[config.mk]
export PLATFORM = sky130hd
export DESIGN_NAME = dac_ctrl
export DESIGN_NICKNAME = d
export VERILOG_FILES = /design/src/verilog/dac_pkg.sv /design/src/verilog/dac_ctrl.sv /design/src/verilog/dac_sync.sv
export SDC_FILE = /design/constraint.sdc
export NUM_CORES = 1
export LEC_CHECK = 0
export BUFFER_PORTS_ARGS = -buffer_cell sky130_fd_sc_hd__buf_2
export CORE_MARGIN = 2
export CORE_UTILIZATION = 60
export CTS_BUF_LIST = sky130_fd_sc_hd__clkbuf_4 sky130_fd_sc_hd__clkbuf_8
export DETAILED_ROUTE_END_ITERATION = 16
export GPL_ROUTABILITY_DRIVEN = 0
export HOLD_SLACK_MARGIN = 0.06
export PLACE_DENSITY = 0.86
export SLEW_MARGIN = 20
export SYNTH_ARGS = -nofsm -noshare
export SYNTH_HDL_FRONTEND = slang
export SYNTH_HIERARCHICAL = 1
export SYNTH_SLANG_ARGS = --single-unit
[constraint.sdc]
create_clock -name sys_clk_i -period 6.9 [get_ports sys_clk_i]
set_input_delay 1.035 -clock sys_clk_i [delete_from_list [all_inputs] [get_ports sys_clk_i]]
set_output_delay 1.035 -clock sys_clk_i [all_outputs]
set_load 0.01 [all_outputs]
[src/verilog/dac_pkg.sv]
/*
 * package for the dual converter control block: configuration word layout,
 * latency figures, synchroniser depth and timing figures.
 * assumes nothing of its surroundings.
 */
package dac_pkg;
    // serial configuration word
    localparam int unsigned CFG_W = 16;
    localparam logic [15:0] CFG_RESET = 16'h0000;
    localparam int unsigned BIT_GAIN_A_LO = 0;
    localparam int unsigned BIT_GAIN_B_LO = 5;
    localparam int unsigned BIT_SIGNED = 10;
    localparam int unsigned BIT_CLK_OPT = 11;
    localparam int unsigned BIT_BUS_OPT = 12;
    localparam int unsigned GAIN_W = 5;
    localparam logic [4:0] SCNT_LAST = 5'h10;
    // sample word
    localparam int unsigned SMP_W = 10;
    localparam logic [9:0] SMP_SIGN = 10'h200;
    // latencies in input clock cycles
    localparam int unsigned LAT_DUAL_80 = 8;
    localparam int unsigned LAT_DUAL_40 = 4;
    localparam int unsigned LAT_SGL_A = 8;
    localparam int unsigned LAT_SGL_B = 9;
    localparam int unsigned LAT_MAX = 9;
    // resync depth for the write-done event
    localparam int unsigned SYNC_STAGES = 3;
    // gain applied on second falling edge of the internal sample clock
    localparam logic [1:0] GAIN_EDGES = 2'h2;
    // clocks
    localparam int unsigned SYS_CLK_NS = 50;
    localparam int unsigned SCLK_MAX_MHZ = 20;
    localparam int unsigned SCLK_MIN_HALF_NS = 25;
    localparam int unsigned SCLK_MIN_HALF_CYC =
        (SCLK_MIN_HALF_NS + SYS_CLK_NS - 1) / SYS_CLK_NS;
endpackage

[src/verilog/dac_ctrl.sv]
/*
 * dac_ctrl: digital control of a dual pipelined converter. samples the
 * input clock pin, builds the internal sample clock, delays channel data by
 * the configured latency, and receives the three-wire configuration write.
 * assumes all pins are asynchronous to sys_clk_i and that the serial and
 * input clocks are slow enough to be oversampled (sys_clk_i 20 MHz).
 */
`timescale 1ns/1ps
`default_nettype none
// Overview of operation
// - 40 MHz dual-bus mode samples every rising edge; all other modes every second one.
// - reference power-down high switches off the internal reference.
// - standby high powers the device down; low resumes conversion.
// - conversion runs from the internal sample clock, 40 MHz except 20 MHz in single bus at 40 MHz input.
// - dual bus: latency 8 cycles at 80 MHz option, 4 at 40 MHz.
// - single bus: channel A latency 8 cycles, channel B 9.
// - data captured on falling serial edges, held 5 ns around them.
// - register loads after 16th fall on next rise or cs rise; resets zero.
// - chip select rising before 16 falls leaves the register unchanged.
// - gains apply on second internal clock fall; other bits immediately.
// - clock and bus option bits select one of four output modes.
module dac_ctrl
    import dac_pkg::*;
(
    // system clock and reset
    input wire logic sys_clk_i,
    input wire logic rst_n_i,
    // converter pins
    input wire logic conv_clk_i,
    input wire logic reference_powerdown_in_i,
    input wire logic standby_in_i,
    // serial configuration port
    input wire logic sclk_i,
    input wire logic cs_n_i,
    input wire logic serial_config_data_in_i,
    // raw results from the analog core
    input wire logic [9:0] core_a_i,
    input wire logic [9:0] core_b_i,
    // power controls
    output logic ref_enable_o,
    output logic core_powered_o,
    // gain stages
    output logic [4:0] gain_a_o,
    output logic [4:0] gain_b_o,
    // mode status
    output logic internal_sample_clock_o,
    output logic signed_output_select_o,
    output logic bus_count_option_o,
    output logic clk_option_o,
    output logic cfg_error_o,
    // data outputs
    output logic [9:0] bus_a_o,
    output logic [9:0] bus_b_o,
    output logic bus_b_en_o,
    output logic data_valid_o
);
    logic [1:0] cclk_q, sclk_q, cs_q, sdi_q, standby_in_q, pref_q;
    logic cclk_prev_q, sclk_prev_q, cs_prev_q;
    logic cclk_rise, sclk_fall, sclk_rise, cs_rise;
    logic [15:0] shift_q, cfg_q;
    logic [4:0] scnt_q;
    logic done_tgl_q, done_sync, done_prev_q, done_evt;
    logic [4:0] pend_a_q, pend_b_q;
    logic pend_q;
    logic [1:0] fall_cnt_q;
    logic phase_q;
    logic smp_evt, ick_fall;
    logic [9:0] pipe_a_q [LAT_MAX+1];
    logic [9:0] pipe_b_q [LAT_MAX+1];
    logic [3:0] lat_a, lat_b;
    logic [3:0] fill_q;
    logic err_q, loaded_q, smp80_prev_q;

    // two-flop synchronisers on every pin
    always_ff @(posedge sys_clk_i) begin
        if (!rst_n_i) begin
            cclk_q <= 2'h0;
            sclk_q <= 2'h3;
            cs_q <= 2'h3;
            sdi_q <= 2'h0;
            standby_in_q <= 2'h0;
            pref_q <= 2'h0;
        end else begin
            cclk_q <= {cclk_q[0], conv_clk_i};
            sclk_q <= {sclk_q[0], sclk_i};
            cs_q <= {cs_q[0], cs_n_i};
            sdi_q <= {sdi_q[0], serial_config_data_in_i};
            standby_in_q <= {standby_in_q[0], standby_in_i};
            pref_q <= {pref_q[0], reference_powerdown_in_i};
        end
    end

    // edge history on synchronised levels
    always_ff @(posedge sys_clk_i) begin
        if (!rst_n_i) begin
            cclk_prev_q <= 1'b0;
            sclk_prev_q <= 1'b1;
            cs_prev_q <= 1'b1;
        end else begin
            cclk_prev_q <= cclk_q[1];
            sclk_prev_q <= sclk_q[1];
            cs_prev_q <= cs_q[1];
        end
    end

    assign cclk_rise = cclk_q[1] && !cclk_prev_q;
    assign sclk_fall = !sclk_q[1] && sclk_prev_q;
    assign sclk_rise = sclk_q[1] && !sclk_prev_q;
    assign cs_rise = cs_q[1] && !cs_prev_q;

    // power controls follow the pins
    assign ref_enable_o = !pref_q[1];
    assign core_powered_o = !standby_in_q[1];

    // serial shift register, bits taken on falling edges, msb first
    always_ff @(posedge sys_clk_i) begin
        if (!rst_n_i) begin
            shift_q <= CFG_RESET;
            scnt_q <= 5'h0;
        end else if (cs_q[1]) begin
            scnt_q <= 5'h0;
        end else if (sclk_fall && scnt_q != SCNT_LAST) begin
            shift_q <= {shift_q[14:0], sdi_q[1]};
            scnt_q <= scnt_q + 5'h1;
        end
    end

    // load on first rise after 16th fall or on cs rise, whichever is first
    always_ff @(posedge sys_clk_i) begin
        if (!rst_n_i) begin
            cfg_q <= CFG_RESET;
            done_tgl_q <= 1'b0;
            err_q <= 1'b0;
            loaded_q <= 1'b0;
        end else if (scnt_q == SCNT_LAST && !loaded_q && (sclk_rise || cs_rise)) begin
            cfg_q <= shift_q;
            done_tgl_q <= !done_tgl_q;
            err_q <= 1'b0;
            loaded_q <= !cs_rise;
        end else if (cs_rise) begin
            err_q <= (scnt_q != SCNT_LAST);
            loaded_q <= 1'b0;
        end
    end

    // loaded_q keeps a later rise or the closing cs rise from loading twice
    assign cfg_error_o = err_q;

    // write-done toggle resynchronised before gain update
    dac_sync #(
        .STAGES(SYNC_STAGES)
    ) u_done_sync (
        .clk_i(sys_clk_i),
        .rst_n_i(rst_n_i),
        .d_i(done_tgl_q),
        .q_o(done_sync)
    );

    always_ff @(posedge sys_clk_i) begin
        if (!rst_n_i) begin
            done_prev_q <= 1'b0;
        end else begin
            done_prev_q <= done_sync;
        end
    end
    assign done_evt = done_sync ^ done_prev_q;

    // immediate mode bits
    assign signed_output_select_o = cfg_q[BIT_SIGNED];
    assign clk_option_o = cfg_q[BIT_CLK_OPT];
    assign bus_count_option_o = cfg_q[BIT_BUS_OPT];

    // internal sample clock: every input rise at 40 MHz dual bus, every other rise in all other modes
    always_ff @(posedge sys_clk_i) begin
        if (!rst_n_i) begin
            phase_q <= 1'b0;
            smp80_prev_q <= 1'b0;
        end else if (cclk_rise) begin
            phase_q <= !phase_q;
            smp80_prev_q <= smp_evt && !(clk_option_o && !bus_count_option_o);
        end
    end
    assign smp_evt = cclk_rise && core_powered_o &&
        ((clk_option_o && !bus_count_option_o) || !phase_q);
    // internal clock falls on each sampling rise (held high in 40 MHz dual mode): ick_fall is the sample event
    assign ick_fall = smp_evt;
    assign internal_sample_clock_o = !phase_q || (clk_option_o && !bus_count_option_o);

    // gain resync: apply on second internal clock fall after write
    always_ff @(posedge sys_clk_i) begin
        if (!rst_n_i) begin
            pend_q <= 1'b0;
            fall_cnt_q <= 2'h0;
            pend_a_q <= 5'h0;
            pend_b_q <= 5'h0;
            gain_a_o <= 5'h0;
            gain_b_o <= 5'h0;
        end else if (done_evt) begin
            pend_q <= 1'b1;
            fall_cnt_q <= 2'h0;
            pend_a_q <= cfg_q[BIT_GAIN_A_LO +: GAIN_W];
            pend_b_q <= cfg_q[BIT_GAIN_B_LO +: GAIN_W];
        end else if (pend_q && ick_fall) begin
            if (fall_cnt_q + 2'h1 == GAIN_EDGES) begin
                gain_a_o <= pend_a_q;
                gain_b_o <= pend_b_q;
                pend_q <= 1'b0;
            end
            fall_cnt_q <= fall_cnt_q + 2'h1;
        end
    end

    // latency per mode, counted in input clock cycles
    always_comb begin
        if (!bus_count_option_o) begin
            lat_a = clk_option_o ? 4'(LAT_DUAL_40) : 4'(LAT_DUAL_80);
            lat_b = lat_a;
        end else begin
            lat_a = 4'(LAT_SGL_A);
            lat_b = 4'(LAT_SGL_B);
        end
    end

    // input-clock delay line; slot 0 takes the core word on a sample edge
    always_ff @(posedge sys_clk_i) begin
        if (!rst_n_i) begin
            for (int i = 0; i <= LAT_MAX; i++) begin
                pipe_a_q[i] <= 10'h0;
                pipe_b_q[i] <= 10'h0;
            end
            fill_q <= 4'h0;
        end else if (cclk_rise) begin
            pipe_a_q[0] <= smp_evt ? core_a_i : pipe_a_q[0];
            pipe_b_q[0] <= smp_evt ? core_b_i : pipe_b_q[0];
            for (int i = 1; i <= LAT_MAX; i++) begin
                pipe_a_q[i] <= pipe_a_q[i-1];
                pipe_b_q[i] <= pipe_b_q[i-1];
            end
            if (fill_q != 4'(LAT_MAX + 1)) begin
                fill_q <= fill_q + 4'h1;
            end
        end
    end

    // output registers with coding select; bus b enable low in single-bus modes
    always_ff @(posedge sys_clk_i) begin
        if (!rst_n_i) begin
            bus_a_o <= 10'h0;
            bus_b_o <= 10'h0;
            data_valid_o <= 1'b0;
        end else begin
            bus_a_o <= pipe_a_q[lat_a] ^ (signed_output_select_o ? SMP_SIGN : 10'h0);
            bus_b_o <= pipe_b_q[lat_b] ^ (signed_output_select_o ? SMP_SIGN : 10'h0);
            data_valid_o <= core_powered_o && fill_q > lat_b;
        end
    end
    assign bus_b_en_o = core_powered_o && !bus_count_option_o;
endmodule // dac_ctrl
`default_nettype wire

[src/verilog/dac_sync.sv]
/*
 * dac_sync: multi-stage level synchroniser.
 * assumes the input is asynchronous to clk_i; only the last stage is read.
 */
`timescale 1ns/1ps
`default_nettype none
module dac_sync #(
    parameter int unsigned STAGES = 2
) (
    // clock and reset
    input wire logic clk_i,
    input wire logic rst_n_i,
    // level in and out
    input wire logic d_i,
    output logic q_o
);
    logic [STAGES-1:0] sync_q;

    // shift chain; each stage reads only the one before it
    always_ff @(posedge clk_i) begin
        if (!rst_n_i) begin
            sync_q <= '0;
        end else begin
            sync_q <= {sync_q[STAGES-2:0], d_i};
        end
    end

    assign q_o = sync_q[STAGES-1];
endmodule // dac_sync
`default_nettype wire
---- Yosys cells after proc, flatten, opt, wreduce, memory -nomap -nowiden ----
Memories as Yosys holds them, arrays and structs flattened.
Index checks and enable logic that the tools add are counted.
word-level totals
  bits of input ports ..................... 28
  memories kept ........................... 2
  register bits ........................... 102
  logic and storage cells ................. 135
  bits in writable memories ............... 200
  ROM bits ................................ 0
  output and inout bits ................... 39
  bits in latches ......................... 0
memories
  name      depth  width  read ports  clocked after memory_dff  write ports  line            text
  pipe_a_q  10     10     10          0                         10           dac_ctrl.sv:68  logic [9:0] pipe_a_q [LAT_MAX+1];
  pipe_b_q  10     10     10          0                         10           dac_ctrl.sv:69  logic [9:0] pipe_b_q [LAT_MAX+1];
cells by class
  shift-type cells ........................ 0
  div/mod/pow operators ................... 0
  multipliers ............................. 0
  bitwise operators ....................... 26
  muxes and demuxes ....................... 35
  order comparisons ....................... 1
  add/sub/neg operators ................... 3
  reductions and logical operators ........ 36
  equality and inequality tests ........... 4
operators by type and width
  cell                                           number
  2-to-1 mux 10 bit                              23
  OR 1 bit                                       20
  bitwise XOR 10 bit                             2
  logical AND 1 bit                              13
  2-to-1 mux 4 bit                               3
  zero test 1 bit                                11
  2-to-1 mux 1 bit                               9
  AND reduction 2 bit                            3
  nonzero test 2 bit                             3
  OR reduction 2 bit                             3
  adder 5 x 1 -> 5 bit (second input constant)   1
  equality test 5 bit (second input constant)    1
  inequality test 5 bit (second input constant)  1
  adder 4 x 1 -> 4 bit (second input constant)   1
  greater-than comparator 4 bit                  1
  inequality test 4 bit (second input constant)  1
  inverter 1 bit                                 3
  AND reduction 3 bit                            1
  adder 2 x 1 -> 2 bit (second input constant)   1
  equality test 2 bit (second input constant)    1
  logical OR 1 bit                               2
  bitwise XOR 1 bit                              1

---- Logic depth before layout (Yosys ltp) ----
  word-level depth ........................ 7
  depth in mapped cells ................... 8
  gate-level depth less buffers ........... 6

---- By module ----
Netlist, hierarchy kept.
modules (own cells, without submodules)
  module    area an instance (µm²)  cells an instance  seq. area each (µm²)  times used
  dac_ctrl  10,941.7                844                7,687.4               1
  dac_sync  78.8                    6                  60.1                  1

---- Worst setup path before layout ----
No wires, ideal clock.
  path kind ............................... in2reg
  start point ............................. in rst_n_i
  end point ............................... mem pipe_a_q[1][0], enable pin
  setup time .............................. 1.395 ns
  buffers on the path ..................... 3
  cell stages on the path ................. 4
  arrival ................................. 4.433 ns
  slack ................................... 1.073 ns
  required time ........................... 5.505 ns
  path through ............................ buf_2 -> buf_2 -> clkbuf_1 -> nand2_1
RTL lines
  element      line            text
  from (decl)  dac_ctrl.sv:27  input wire logic rst_n_i,
  to (decl)    dac_ctrl.sv:68

---- Worst setup path after layout ----
  start point ............................. reg cfg_q[11]
  end point ............................... out internal_sample_clock_o
between the ends
  longest elaborated chain between the ends .. 2
ends and longest elaborated chain
  element                 line             text
  from (decl)             dac_ctrl.sv:60   logic [15:0] shift_q, cfg_q;
  from (signal assigned)  dac_ctrl.sv:136  cfg_q <= shift_q;
  logical AND 1 bit       dac_ctrl.sv:187  assign internal_sample_clock_o = !phase_q || (clk_option_o && !bus_count_option_o);
  logical OR 1 bit        dac_ctrl.sv:187
  to (decl)               dac_ctrl.sv:46   output logic internal_sample_clock_o,
No other way between the ends.

==> summary.md <==
| Metric | Value |
|---|---|
| Status | `finished, final reports clean` |
| Final Util | `68.75%` |
| Post-Syn Area | `0.01102 mm²` |
| Max-slew violations | `0` |
| Via density | `5.521` |
| Final WL | `18.19 mm` |
| Crit share post-route | `53.81%` |
| Setup TNS | `0 ps` |
| Critical path arrival | `2680 ps` |
| Design Area, Final | `0.01235 mm²` |
| CTS root buf | `clkbuf_8` |
| CP top delay family | `flip-flops` |
| Peak supply drop | `0.0002032 V` |
| Commonest non-fill, non-tap cell in the layout | `and3_1` |
| Net Count, Synth | `885` |
| Min Hold Slack | `406.5 ps` |
| Critical path class | `reg2out` |
| FF+latch count, synth | `292` |
| Worst slew pin tran | `1018 ps` |
| Vias in the first global route | `6107` |
| Initial Util | `61.35%` |
| Most frequent cells in the layout | `and3_1, edfxtp_1, dfxtp_1` |
| I/O pin total | `67` |
| Leakage | `5.308 nW` |
| Placed Area | `0.01143 mm²` |
| CTS buffer count | `45` |
| Layout net count | `938` |
| Clock slew at reported path FFs | `60 ps` |
| Core ar. | `0.01796 mm²` |
| Final setup fails | `0` |
| Largest net degree at the start of global routing | `128` |
| CTS resizes | `0` |
| Diodes inserted | `0` |
| Yosys warnings | `6` |
| CP Max Fanout | `14` |
| CP Capture Type | `output pin` |
| Die width | `139.5 µm` |
| Global-route wire length before repair | `29.47 mm` |
| Area added between synthesis and finish | `12.06%` |
| TritonCTS clock tree | `yes` |
| CP bufs+invs | `3` |
| Highest clock rate | `0.2694 GHz` |
| Post-CTS Hold Buffers | `0` |
| Total setup buffers inserted after CTS | `0` |
| Worst Hold Class | `reg2reg` |
| Slowest CP cell | `dfxtp_1` |
| Htree depth | `2` |
| Crit path largest cell delay | `790 ps` |
| Synth unique cells | `42` |
| RSZ-0062 raised after global routing | `no` |
| First DRT Iteration DRCs | `499` |
| Total chip power | `3.459 mW` |
| Initial antenna violation count | `0` |
| Clock sink count | `292` |
| Startpoint type of the worst setup path | `register` |
| Max-slew headroom | `31.65%` |
| PortBufs | `66` |
| DRT Pass-1 Iters | `4` |
| Syn avg cell area | `12.97 µm²` |
| Die Y | `139.5 µm` |
| Top FF cell, synth | `edfxtp_1` |
| Register area share after synthesis | `70.30%` |
| Post-synth EDFFs | `190` |
| Endpoint required time on the critical path | `5860 ps` |
| Final hold vios | `0` |
| Clk_lat worst skew | `550 ps` |
| GR Util All Layers | `18.76%` |
| Grt ovf | `0` |
| Ys async rst share | `0%` |
| Die ar. | `0.01947 mm²` |
| Tmin final | `3713 ps` |
| Share of cells above drive strength 1 | `16.67%` |
| P per Cell Area | `280.1 mW/mm²` |
| Reg2Reg Setup Slack | `3860 ps` |
| Final ANT Viol Nets | `0` |
| Remaining DRCs | `0` |
| Max Cap Viol | `0` |
| Synth Instances | `850` |
| Crit-path cells | `nand2b_1 > inv_1 > nor2_1 > inv_1 > buf_2` |
| WL/cell | `15.61 µm` |
| DR vias | `6432` |
| Critical Path Most Common Cell | `inv_1` |
| Rows | `49` |
| Fin Clk Skew | `14.20 ps` |
| Detailed placer's ending HPWL | `9.938 mm` |
| CTS Buffer Depth | `3` |
[cells in the mapped netlist (all sizes together) (10+ instances only)]
library cell / number / area, µm²
clkbuf: 55 / 206.5
dfxtp: 102 / 2042
buf: 13 / 87.58
edfxtp: 190 / 5705
and3: 191 / 1195
nand2: 88 / 330.3
inv: 11 / 41.29
a21boi: 19 / 142.6
nand2b: 10 / 62.56
nor2: 11 / 41.29
nand3: 24 / 120.1
mux2i: 24 / 240.2
o21ai: 36 / 180.2
and2: 28 / 177.7
[layout make-up]
type	count	area [µm²]
clock buffers	69	843.3
clock inverters	11	48.80
fillers	1216	5614
inverters	11	41.29
multi-input cells	479	2982
flip-flops and latches	292	7747
well taps	229	286.5
repair buffers	74	400.4
[worst reg2reg max path: cells and delay by family, from the launching register on]
family	cells	cell delay (ps)
compound gates	1	570
buf+inv	2	740
flops	1	790
simple gates	2	630
[report_power, final]
part	internal [mW]	leakage (nW)	switching, mW
registers	1.93	2.82	0.0216
clock network	0.775	0.475	0.617
logic	0.0333	2.02	0.0789
total	2.74	5.31	0.718
[path summary, 6_finish.rpt]
| check | start | to | cells after the start |
|---|---|---|---|
| worst min register to register | sclk_q[0] | sclk_q[1] | 1 |
| worst max register to register | cfg_q[11] | pipe_b_q[0][5] | 5 |
| worst min-delay path | sclk_q[0] | sclk_q[1] | 1 |
| worst max-delay path | cfg_q[11] | internal_sample_clock_o | 5 |
[state kept, by name, summed over array words and instances (netlist names), 10 cells and up]
name	count
shift_q	13
bus_a_o	10
pipe_a_q	90
pipe_b_q	100
cfg_q	13
bus_b_o	10
[cell families (layout without fill, tap and decap cells)]
family                     after synthesis  after routing  share of synthesized area, %
and+or+nand+nor                        363            363                         18.43
DFF                                    292            292                         70.30
buffers and inverters                   79            165                         3.043
AOI/OAI and AO/OA                       73             73                         4.303
muxes                                   24             24                         2.180
xor gates and xnor gates                12             12                        0.9537
adders and majority gates                7              7                        0.7947
[per-layer routing]
layer	track usage [%]	vias to the layer above	wire, µm
met5	0	-	0
met4	8.081	0	569
met3	3.854	46	1028
met2	30.06	157	8695
met1	25.22	3061	7893
li1	-	3168	-
[through the flow]
step | setup slack [ps] | cells
6_report | 3187 | 1165
4_1_cts | 3166 | 1164
5_1_grt | 2917 | 1165
3_3_place_gp | 3657 | 1084
2_1_floorplan | 1073 | 850
3_5_place_dp | 3629 | 1084
(Power assumes the default switching activity.)
